<file path="config.mk">
export PLATFORM = sky130hd
export DESIGN_NAME = sttcc_timer
export DESIGN_NICKNAME = d
export VERILOG_FILES = /design/src/core/sttcc_timer.v
export VERILOG_INCLUDE_DIRS = /design/src /design/src/core
export SDC_FILE = /design/constraint.sdc
export NUM_CORES = 1
export LEC_CHECK = 0
export ABC_AREA = 1
export ABC_CLOCK_PERIOD_IN_PS = 3250
export BUFFER_PORTS_ARGS = -buffer_cell sky130_fd_sc_hd__buf_2
export CAP_MARGIN = 20
export CORE_MARGIN = 3
export CORE_UTILIZATION = 35
export DETAILED_ROUTE_END_ITERATION = 8
export MAX_ROUTING_LAYER = met4
export PLACE_DENSITY = 0.53
export SYNTH_ARGS = -nofsm -noshare
export SYNTH_HDL_FRONTEND = slang
export SYNTH_SLANG_ARGS = --single-unit
</file>
<file path="constraint.sdc">
create_clock -name clk -period 3.25 [get_ports clk]
set_input_delay 0.65 -clock clk [delete_from_list [all_inputs] [get_ports clk]]
set_output_delay 0.65 -clock clk [all_outputs]
set_load 0.005 [all_outputs]
</file>
<file path="src/core/sttcc_consts.vh">
`ifndef STTCC_CONSTS_VH
`define STTCC_CONSTS_VH
`define STTCC_A_FORCE 8'h31
`define STTCC_A_CTL3 8'h80
`define STTCC_A_CTL4 8'h81
`define STTCC_A_CNT_HI 8'h82
`define STTCC_A_CNT_LO 8'h83
`define STTCC_A_OC1_HI 8'h84
`define STTCC_A_OC2_HI 8'h86
`define STTCC_A_OC3_HI 8'h88
`define STTCC_A_C4_HI 8'h8A
`define STTCC_A_C4_LO 8'h8B
`define STTCC_A_MSK 8'h8C
`define STTCC_A_FLG 8'h8D
`define STTCC_RST_CMP 16'hFFFF
`define STTCC_RST_CNT 16'h0000
`define STTCC_PRESET_CNT 16'hFFF8
`define STTCC_RST_BYTE 8'h00
`define STTCC_C4_FN 0
`define STTCC_STOP 1
`define STTCC_ECE_LSB 2
`define STTCC_PR_LSB 4
`define STTCC_EDG_LSB 6
`define STTCC_FLG_OVF 3
`define STTCC_ACT_TOG 2'h1
`define STTCC_ACT_LOW 2'h2
`define STTCC_ACT_HIGH 2'h3
`endif

</file>
<file path="src/core/sttcc_timer.v">
// Function
// [RQ1] Four-stage prescaler feeds sixteen-bit up-counter.
// [RQ2] Internal clock divides by 1, 4, 8, 16.
// [RQ3] Event mode counts external input edges.
// [RQ4] Switching to event mode keeps counter value.
// [RQ5] Compare match each tick sets channel flag.
// [RQ6] Channels one to three share one request.
// [RQ7] Match applies programmed pin action.
// [RQ8] Action codes: off, toggle, low, high.
// [RQ9] Function bit picks capture or compare.
// [RQ10] Capture copies counter on selected edge.
// [RQ11] Capture edge: off, rise, fall, any.
// [RQ12] Event edge: internal, rise, fall, both.
// [RQ13] Prescale and event bits write once.
// [RQ14] Force bits: high third timer, low this.
// [RQ15] Force does pin action without flag.
// [RQ16] Forced action at next count transition.
// [RQ17] Software avoids forcing toggle channels.
// [RQ18] Compare registers reset FFFF, plain storage.
// [RQ19] High byte write blocks compare one cycle.
// [RQ20] Channel-four register resets to ones.
// [RQ21] Counter write clears; reset value zero.
// [RQ22] Special mode high write presets FFF8.
// [RQ23] Stop bit halts and zeroes counter.
// [RQ24] High byte read latches low byte.
// [RQ25] Wrap sets overflow flag, masked request.
//
// Our own choice: the strobed register port.
`include "sttcc_consts.vh"
`timescale 1ns/1ps
`default_nettype none
module sttcc_timer (
	input wire clk,
	input wire rst,
	input wire [7:0] addr,
	input wire [7:0] wrData,
	input wire wrStb,
	input wire rdStb,
	output reg [7:0] rdData,
	input wire specialModeFlag,
	input wire externalCountInput,
	input wire channelFourPinIn,
	output wire channelFourPinOut,
	output wire channelFourPinOeN,
	output wire compareOutOne,
	output wire compareOutTwo,
	output wire compareOutThree,
	output wire [3:0] forceThirdTimer,
	output wire forceThirdTimerStb,
	output wire compareIrq,
	output wire channelFourIrq,
	output wire overflowIrq
);
	// ==========================================================
	// Helpers
	function [1:0] actCode;
		input [7:0] ctl;
		input [1:0] ch;
		begin
			actCode = ctl[7 - 2 * ch -: 2];
		end
	endfunction

	function pinNext;
		input [1:0] act;
		input cur;
		begin
			case (act)
				`STTCC_ACT_TOG: pinNext = ~cur;
				`STTCC_ACT_LOW: pinNext = 1'b0;
				`STTCC_ACT_HIGH: pinNext = 1'b1;
				default: pinNext = cur;
			endcase
		end
	endfunction

	function edgeHit;
		input [1:0] sel;
		input cur;
		input prev;
		begin
			edgeHit = (sel[0] & cur & ~prev) | (sel[1] & ~cur & prev);
		end
	endfunction

	// ==========================================================
	// Registers
	reg [15:0] cnt_q;
	reg [15:0] cmp_q [0:3];
	reg [7:0] ctl3_q;
	reg [7:0] ctl4_q;
	reg [7:0] msk_q;
	reg [4:0] flg_q;
	reg [3:0] force_q;
	reg [3:0] third_q;
	reg thirdStb_q;
	reg onceDone_q;
	reg [3:0] hiWr_q;
	reg [3:0] pre_q;
	reg [7:0] loLatch_q;
	reg [3:0] pin_q;
	reg [2:0] ecSync_q;
	reg [2:0] c4Sync_q;
	reg ecStable_q;
	reg c4Stable_q;
	reg [2:0] warm_q;
	integer matchIdx;
	integer pinIdx;
	integer flagIdx;
	integer regIdx;

	wire [1:0] prSel = ctl4_q[`STTCC_PR_LSB +: 2];
	wire [1:0] eceSel = ctl4_q[`STTCC_ECE_LSB +: 2];
	wire [1:0] edgSel = ctl4_q[`STTCC_EDG_LSB +: 2];
	wire stop = ctl4_q[`STTCC_STOP];
	wire c4Capture = ctl4_q[`STTCC_C4_FN];

	// Inputs pass three flops; a level counts once stages two and three agree.
	wire ecAgree = (ecSync_q[1] == ecSync_q[2]);
	wire c4Agree = (c4Sync_q[1] == c4Sync_q[2]);
	wire ecNew = ecAgree ? ecSync_q[2] : ecStable_q;
	wire c4New = c4Agree ? c4Sync_q[2] : c4Stable_q;
	// The pipe resets low while an idle pin may sit high, so edges are
	// ignored until it has filled; otherwise reset would fake an edge.
	wire warm = warm_q[2];

	// ==========================================================
	// Timer tick
	reg preTick;
	always @* begin
		case (prSel) // [RQ2]
			2'h0: preTick = 1'b1;
			2'h1: preTick = (pre_q[1:0] == 2'h3);
			2'h2: preTick = (pre_q[2:0] == 3'h7);
			default: preTick = (pre_q == 4'hF);
		endcase
	end
	wire evTick = warm & edgeHit(eceSel, ecNew, ecStable_q); // [RQ3] [RQ12]
	wire tick = ~stop & ((eceSel == 2'h0) ? preTick : evTick);
	wire cntWr = wrStb & ((addr == `STTCC_A_CNT_HI) |
		(addr == `STTCC_A_CNT_LO));
	wire capHit = warm & c4Capture &
		edgeHit(edgSel, c4New, c4Stable_q); // [RQ11]

	reg [3:0] match;
	always @* begin
		for (matchIdx = 0; matchIdx < 4; matchIdx = matchIdx + 1) begin
			match[matchIdx] = tick & ~hiWr_q[matchIdx] &
				(cmp_q[matchIdx] == cnt_q); // [RQ5] [RQ19]
		end
		match[3] = match[3] & ~c4Capture; // [RQ9]
	end

	// ==========================================================
	// Input synchronisers
	always @(posedge clk) begin
		if (rst) begin
			ecSync_q <= 3'h0;
			c4Sync_q <= 3'h0;
			ecStable_q <= 1'b0;
			c4Stable_q <= 1'b0;
			warm_q <= 3'h0;
		end else begin
			ecSync_q <= {ecSync_q[1:0], externalCountInput};
			c4Sync_q <= {c4Sync_q[1:0], channelFourPinIn};
			ecStable_q <= ecNew;
			c4Stable_q <= c4New;
			if (!warm) begin
				warm_q <= warm_q + 3'h1;
			end
		end
	end

	// ==========================================================
	// Prescaler and counter
	always @(posedge clk) begin
		if (rst) begin
			pre_q <= 4'h0;
			cnt_q <= `STTCC_RST_CNT; // [RQ21]
		end else begin
			// Prescaler stages run and are held clear while stopped.
			pre_q <= stop ? 4'h0 : pre_q + 4'h1; // [RQ1] [RQ23]
			// Event mode keeps the count; only stop or a write zeroes it.
			if (stop) begin
				cnt_q <= `STTCC_RST_CNT; // [RQ23]
			end else if (tick) begin
				cnt_q <= cnt_q + 16'h0001; // [RQ1] [RQ4]
			end
			if (cntWr) begin
				if (specialModeFlag) begin
					if (addr == `STTCC_A_CNT_HI) begin
						cnt_q <= `STTCC_PRESET_CNT; // [RQ22]
					end
				end else begin
					cnt_q <= `STTCC_RST_CNT; // [RQ21]
				end
			end
		end
	end

	// ==========================================================
	// Pin actions and force
	always @(posedge clk) begin
		if (rst) begin
			pin_q <= 4'h0;
			force_q <= 4'h0;
			third_q <= 4'h0;
			thirdStb_q <= 1'b0;
		end else begin
			thirdStb_q <= 1'b0;
			// Force bit three is channel one; a force never sets a flag.
			for (pinIdx = 0; pinIdx < 4; pinIdx = pinIdx + 1) begin
				if (tick & (match[pinIdx] | force_q[3 - pinIdx])) begin
					pin_q[pinIdx] <= pinNext(actCode(ctl3_q,
						pinIdx[1:0]), pin_q[pinIdx]); // [RQ7] [RQ8] [RQ15]
				end
			end
			// Bits applied on this tick are dropped, so a force written
			// on a tick fires once, at the next one.
			if (wrStb & (addr == `STTCC_A_FORCE)) begin
				force_q <= (tick ? 4'h0 : force_q) |
					wrData[3:0]; // [RQ14] [RQ16]
				third_q <= wrData[7:4]; // [RQ14]
				thirdStb_q <= 1'b1;
			end else if (tick) begin
				force_q <= 4'h0; // [RQ16]
			end
		end
	end

	// ==========================================================
	// Flags
	always @(posedge clk) begin
		if (rst) begin
			flg_q <= 5'h00;
		end else begin
			// Hardware set beats a software clear in the same cycle.
			if (wrStb & (addr == `STTCC_A_FLG)) begin
				flg_q <= flg_q & ~wrData[7:3];
			end
			for (flagIdx = 0; flagIdx < 4; flagIdx = flagIdx + 1) begin
				if (match[flagIdx]) begin
					flg_q[4 - flagIdx] <= 1'b1; // [RQ5]
				end
			end
			if (capHit) begin
				flg_q[1] <= 1'b1;
			end
			if (tick & (cnt_q == 16'hFFFF)) begin
				flg_q[0] <= 1'b1; // [RQ25]
			end
		end
	end

	// ==========================================================
	// Register writes
	always @(posedge clk) begin
		if (rst) begin
			for (regIdx = 0; regIdx < 4; regIdx = regIdx + 1) begin
				cmp_q[regIdx] <= `STTCC_RST_CMP; // [RQ18] [RQ20]
			end
			ctl3_q <= `STTCC_RST_BYTE;
			ctl4_q <= `STTCC_RST_BYTE;
			msk_q <= `STTCC_RST_BYTE;
			onceDone_q <= 1'b0;
			hiWr_q <= 4'h0;
		end else begin
			hiWr_q <= 4'h0;
			// A software write in the same cycle wins over a capture.
			if (capHit) begin
				cmp_q[3] <= cnt_q; // [RQ10]
			end
			if (wrStb) begin
				case (addr)
					`STTCC_A_CTL3: ctl3_q <= wrData;
					`STTCC_A_CTL4: begin
						ctl4_q[`STTCC_EDG_LSB +: 2] <= wrData[7:6];
						ctl4_q[1:0] <= wrData[1:0];
						if (!onceDone_q) begin
							ctl4_q[5:2] <= wrData[5:2]; // [RQ13]
							onceDone_q <= 1'b1; // [RQ13]
						end
					end
					`STTCC_A_MSK: msk_q <= {wrData[7:3], 3'h0};
					default: begin
						if (addr >= `STTCC_A_OC1_HI &&
							addr <= `STTCC_A_C4_LO) begin
							if (addr[0]) begin
								cmp_q[addr[2:1] - 2'h2][7:0] <= wrData;
							end else begin
								cmp_q[addr[2:1] - 2'h2][15:8] <= wrData;
								hiWr_q[addr[2:1] - 2'h2] <= 1'b1; // [RQ19]
							end
						end
					end
				endcase
			end
		end
	end

	// ==========================================================
	// Read port
	always @(posedge clk) begin
		if (rst) begin
			loLatch_q <= 8'h00;
			rdData <= 8'h00;
		end else if (rdStb) begin
			if (addr == `STTCC_A_CNT_HI) begin
				loLatch_q <= cnt_q[7:0]; // [RQ24]
			end
			case (addr)
				`STTCC_A_FORCE: rdData <= {third_q, force_q};
				`STTCC_A_CTL3: rdData <= ctl3_q;
				`STTCC_A_CTL4: rdData <= ctl4_q;
				`STTCC_A_CNT_HI: rdData <= cnt_q[15:8];
				`STTCC_A_CNT_LO: rdData <= loLatch_q; // [RQ24]
				`STTCC_A_MSK: rdData <= msk_q;
				`STTCC_A_FLG: rdData <= {flg_q, 3'h0};
				default: begin
					if (addr >= `STTCC_A_OC1_HI &&
						addr <= `STTCC_A_C4_LO) begin
						rdData <= addr[0] ?
							cmp_q[addr[2:1] - 2'h2][7:0] :
							cmp_q[addr[2:1] - 2'h2][15:8];
					end else begin
						rdData <= 8'h00;
					end
				end
			endcase
		end else begin
			rdData <= 8'h00;
		end
	end

	// ==========================================================
	// Outputs
	assign compareOutOne = pin_q[0];
	assign compareOutTwo = pin_q[1];
	assign compareOutThree = pin_q[2];
	assign channelFourPinOut = pin_q[3];
	// Capture mode or a disconnected action leaves the pin to the port.
	assign channelFourPinOeN = c4Capture | (ctl3_q[1:0] == 2'h0);
	assign forceThirdTimer = third_q;
	assign forceThirdTimerStb = thirdStb_q;
	assign compareIrq = |(flg_q[4:2] & msk_q[7:5]); // [RQ6]
	assign channelFourIrq = flg_q[1] & msk_q[4];
	assign overflowIrq = flg_q[0] & msk_q[`STTCC_FLG_OVF]; // [RQ25]
endmodule
`default_nettype wire

</file>
==> impl_metrics.env <==
export IMPL_routed_wirelength_um=29600
export IMPL_period_share_pct=79.8
export IMPL_cts_sinks=155
export IMPL_synthXorXnorAreaFrac_pct=1.05
export IMPL_final_common_cell="nand2_1"
export IMPL_grt_pass1_wl_um=44900
export IMPL_cts_htree_levels=4
export IMPL_drc=0
export IMPL_io_pins=44
export IMPL_yosysSeqAreaShare_pct=44.9
export IMPL_endpoint_kind="register"
export IMPL_rsz0062_at_grt="false"
export IMPL_io_buffers=43
export IMPL_die_area_um2=25700
export IMPL_dr_pass1_iters=6
export IMPL_slew_violations=0
export IMPL_yosys_area_share_simple_pct=30.7
export IMPL_total_power_mw=4.53
export IMPL_dieWidth_um=160
export IMPL_syn_avg_cell_area_um2=7.03
export IMPL_worstSetupStartpointType="register"
export IMPL_synth_fa_ha_area_share_pct=0.601
export IMPL_cp_max_fo=9
export IMPL_yosysTopAreaCell="edfxtp_1"
export IMPL_whs_path_depth=2
export IMPL_leakage_nw=4.04
export IMPL_grt_usage_pct=23.8
export IMPL_fin_ws_ns=0.655
export IMPL_ys_warn_count=0
export IMPL_worst_pin_slew_ns=0.994
export IMPL_mostFrequentLayoutCells="nand2_1 (372), inv_1 (160), nor2_1 (108), dfxtp_1 (91), o21ai_0 (78)"
export IMPL_root_buffer="clkbuf_16"
export IMPL_synth_edf_count=64
export IMPL_ir_worst_vdd_mv=0.285
export IMPL_dp_hpwl_um=22300
export IMPL_setup_tns_ns=0
export IMPL_regToRegSetupSlack_ns=0.66
export IMPL_grt_antenna_before_repair=0
export IMPL_rows=55
export IMPL_areaGrowthSynthToFinish_pct=14.2
export IMPL_viasPerCell=5.15
export IMPL_cts_max_path_buffers=2
export IMPL_worst_setup_path_type="reg2reg"
export IMPL_postRouteAntennaNets=0
export IMPL_synth_compound_area_share_pct=12.8
export IMPL_postCtsSetupBuffers=0
export IMPL_skew_ns=0.0129
export IMPL_synth_flop_cell="dfxtp_1"
export IMPL_synthDominantCellAreaShare_pct=23.1
export IMPL_synth_area_leaders="edfxtp_1 (23%), dfxtp_1 (22%), nand2_1 (17%)"
export IMPL_synth_top_family_by_area="simple AND/OR/NAND/NOR gates"
export IMPL_place_congestion=1.03
export IMPL_antenna_cells=0
export IMPL_cap_violations=0
export IMPL_synth_cells=1184
export IMPL_grt_overflow_total=0
export IMPL_dr_first_iter_drc_count=801
export IMPL_cts_resized=0
export IMPL_arrival_ns=2.90
export IMPL_min_to="ecSync_q[1]$_SDFF_PP0_"
export IMPL_hold_viol_final=0
export IMPL_finalSetupViolCount=0
export IMPL_status="finished clean"
export IMPL_cts_clk_slew_worst_paths_ns=0.08
export IMPL_max_freq_ghz=0.385
export IMPL_min_period_ns=2.59
export IMPL_synth_cell_type_count=38
export IMPL_numCtsBuffers=17
export IMPL_holdBufCountCts=0
export IMPL_syn_num_nets=1211
export IMPL_hold_class="reg2reg"
export IMPL_worst_ep_required_time_ns=3.56
export IMPL_min_from="ecSync_q[0]$_SDFF_PP0_"
export IMPL_pre_cts_ws_ns=0.575
export IMPL_yosys_mux_area_fraction_pct=0
export IMPL_reg2regPathDepth=9
export IMPL_ys_ff_latch=155
export IMPL_powerDensity_nw_per_um2=477
export IMPL_nNetsFinal=1248
export IMPL_die_y_um=160
export IMPL_grt_start_max_net_pins=32
export IMPL_cts_tree="done"
export IMPL_clock_latency_ns=0.44
export IMPL_wire_per_inst_um=19.2
export IMPL_vias=7974
export IMPL_drive_gt1_share_pct=9.40
export IMPL_async_reset_ff_share_pct=0
export IMPL_grt_pass1_vias=7370
export IMPL_relSlewSlack_pct=33.6
export IMPL_r2r_end="cnt_q[15]$_SDFF_PP0_"
export IMPL_initial_utilization_pct=36.2
export IMPL_coreArea_um2=23000
export IMPL_syn_area_um2=8330
export IMPL_r2r_start="cnt_q[5]$_SDFF_PP0_"
[cell usage after synthesis (2+ instances only)]
cell	count
o22ai_1	22
o211ai_1	2
o2111ai_1	7
nor2_4	3
nor3_2	2
inv_2	3
nor2_2	7
a21oi_1	77
ha_1	4
nand3_1	56
a211oi_1	2
buf_1	5
nand2_1	372
inv_1	160
nor3_4	2
edfxtp_1	64
nand2_2	2
dfxtp_1	91
xnor2_1	5
clkinv_1	11
nor2_1	108
nor3_1	20
o32ai_1	4
nor3b_1	2
nand4_1	25
o21ai_0	78
xor2_1	5
buf_2	5
clkbuf_1	31
[worst max-delay path by stage]
stage	startpoint	endpoint	slack, ns	depth (start not counted)
2_1_floorplan	addr[4]	cmp_q[0][10]$_SDFFCE_PN1P_	0.69	5
6_report	cnt_q[5]$_SDFF_PP0_	cnt_q[15]$_SDFF_PP0_	0.66	9
5_1_grt	pre_q[0]$_SDFF_PP0_	cnt_q[15]$_SDFF_PP0_	0.46	10
4_1_cts	cnt_q[5]$_SDFF_PP0_	cnt_q[15]$_SDFF_PP0_	0.72	9
3_3_place_gp	addr[4]	cmp_q[3][2]$_DFFE_PP_	0.64	8
3_5_place_dp	addr[4]	cmp_q[3][0]$_DFFE_PP_	0.58	8
[report_power, final]
group | switching [mW] | total (mW) | internal, mW | leakage (nW)
clock network | 0.974 | 2.09 | 1.12 | 0.303
registers | 0.0521 | 2.12 | 2.07 | 1.34
logic | 0.230 | 0.319 | 0.0890 | 2.40
total | 1.26 | 4.53 | 3.28 | 4.04
[flip-flops by register name, summed over array words and instances, names as in the netlist, 5 cells and up]
| signal | count |
|---|---|
| rdData | 8 |
| loLatch_q | 8 |
| flg_q | 5 |
| msk_q | 5 |
| cmp_q | 64 |
| ctl4_q | 8 |
| ctl3_q | 8 |
| cnt_q | 16 |
[critical path, cell delays in order, from the launching register on]
cell and delay (ns):
dfxtp_1 0.65, clkinv_1 0.51, nor3_1 0.55, nand2_1 0.19
o21ai_0 0.19, nand2_1 0.07, nand2_1 0.05, o21ai_0 0.10
nand2_1 0.10, a21oi_1 0.06
[logic make-up after synthesis]
group                    Yosys count
AO/OA/AOI/OAI                    195
flip-flops                       155
buffers and inverters            216
adder cells (fa/ha/maj)            4
XOR/XNOR                          10
AND/OR/NAND/NOR                  604
[metal layers]
layer / track usage [%] / up-vias / share of wire, %
li1: - / 3897 / -
met1: 32.4 / 3738 / 45
met2: 35.8 / 299 / 45
met3: 5.08 / 40 / 7.9
met4: 7.06 / 0 / 2.3
met5: - / - / 0
[layout make-up]
cell class	count	area, µm²
Inverter	174	653
Tap cell	313	392
Multi-Input combinational cell	813	3760
Clock buffer	17	425
Sequential cell	155	3740
Timing Repair Buffer	60	343
Fill cell	2422	13500
Clock inverter	15	190
[stage by stage]
step	hold WS [ns]	instance area, µm²	utilization (%)	instances
6_report	0.406	9510	41.4	1547
5_1_grt	0.392	9510	41.4	1547
4_1_cts	0.394	9510	41.4	1547
3_5_place_dp	0.398	8890	38.7	1515
3_3_place_gp	0.392	8890	38.7	1515
2_1_floorplan	0.388	8330	-	1184
Note: power is estimated with default switching activity, not from simulation.
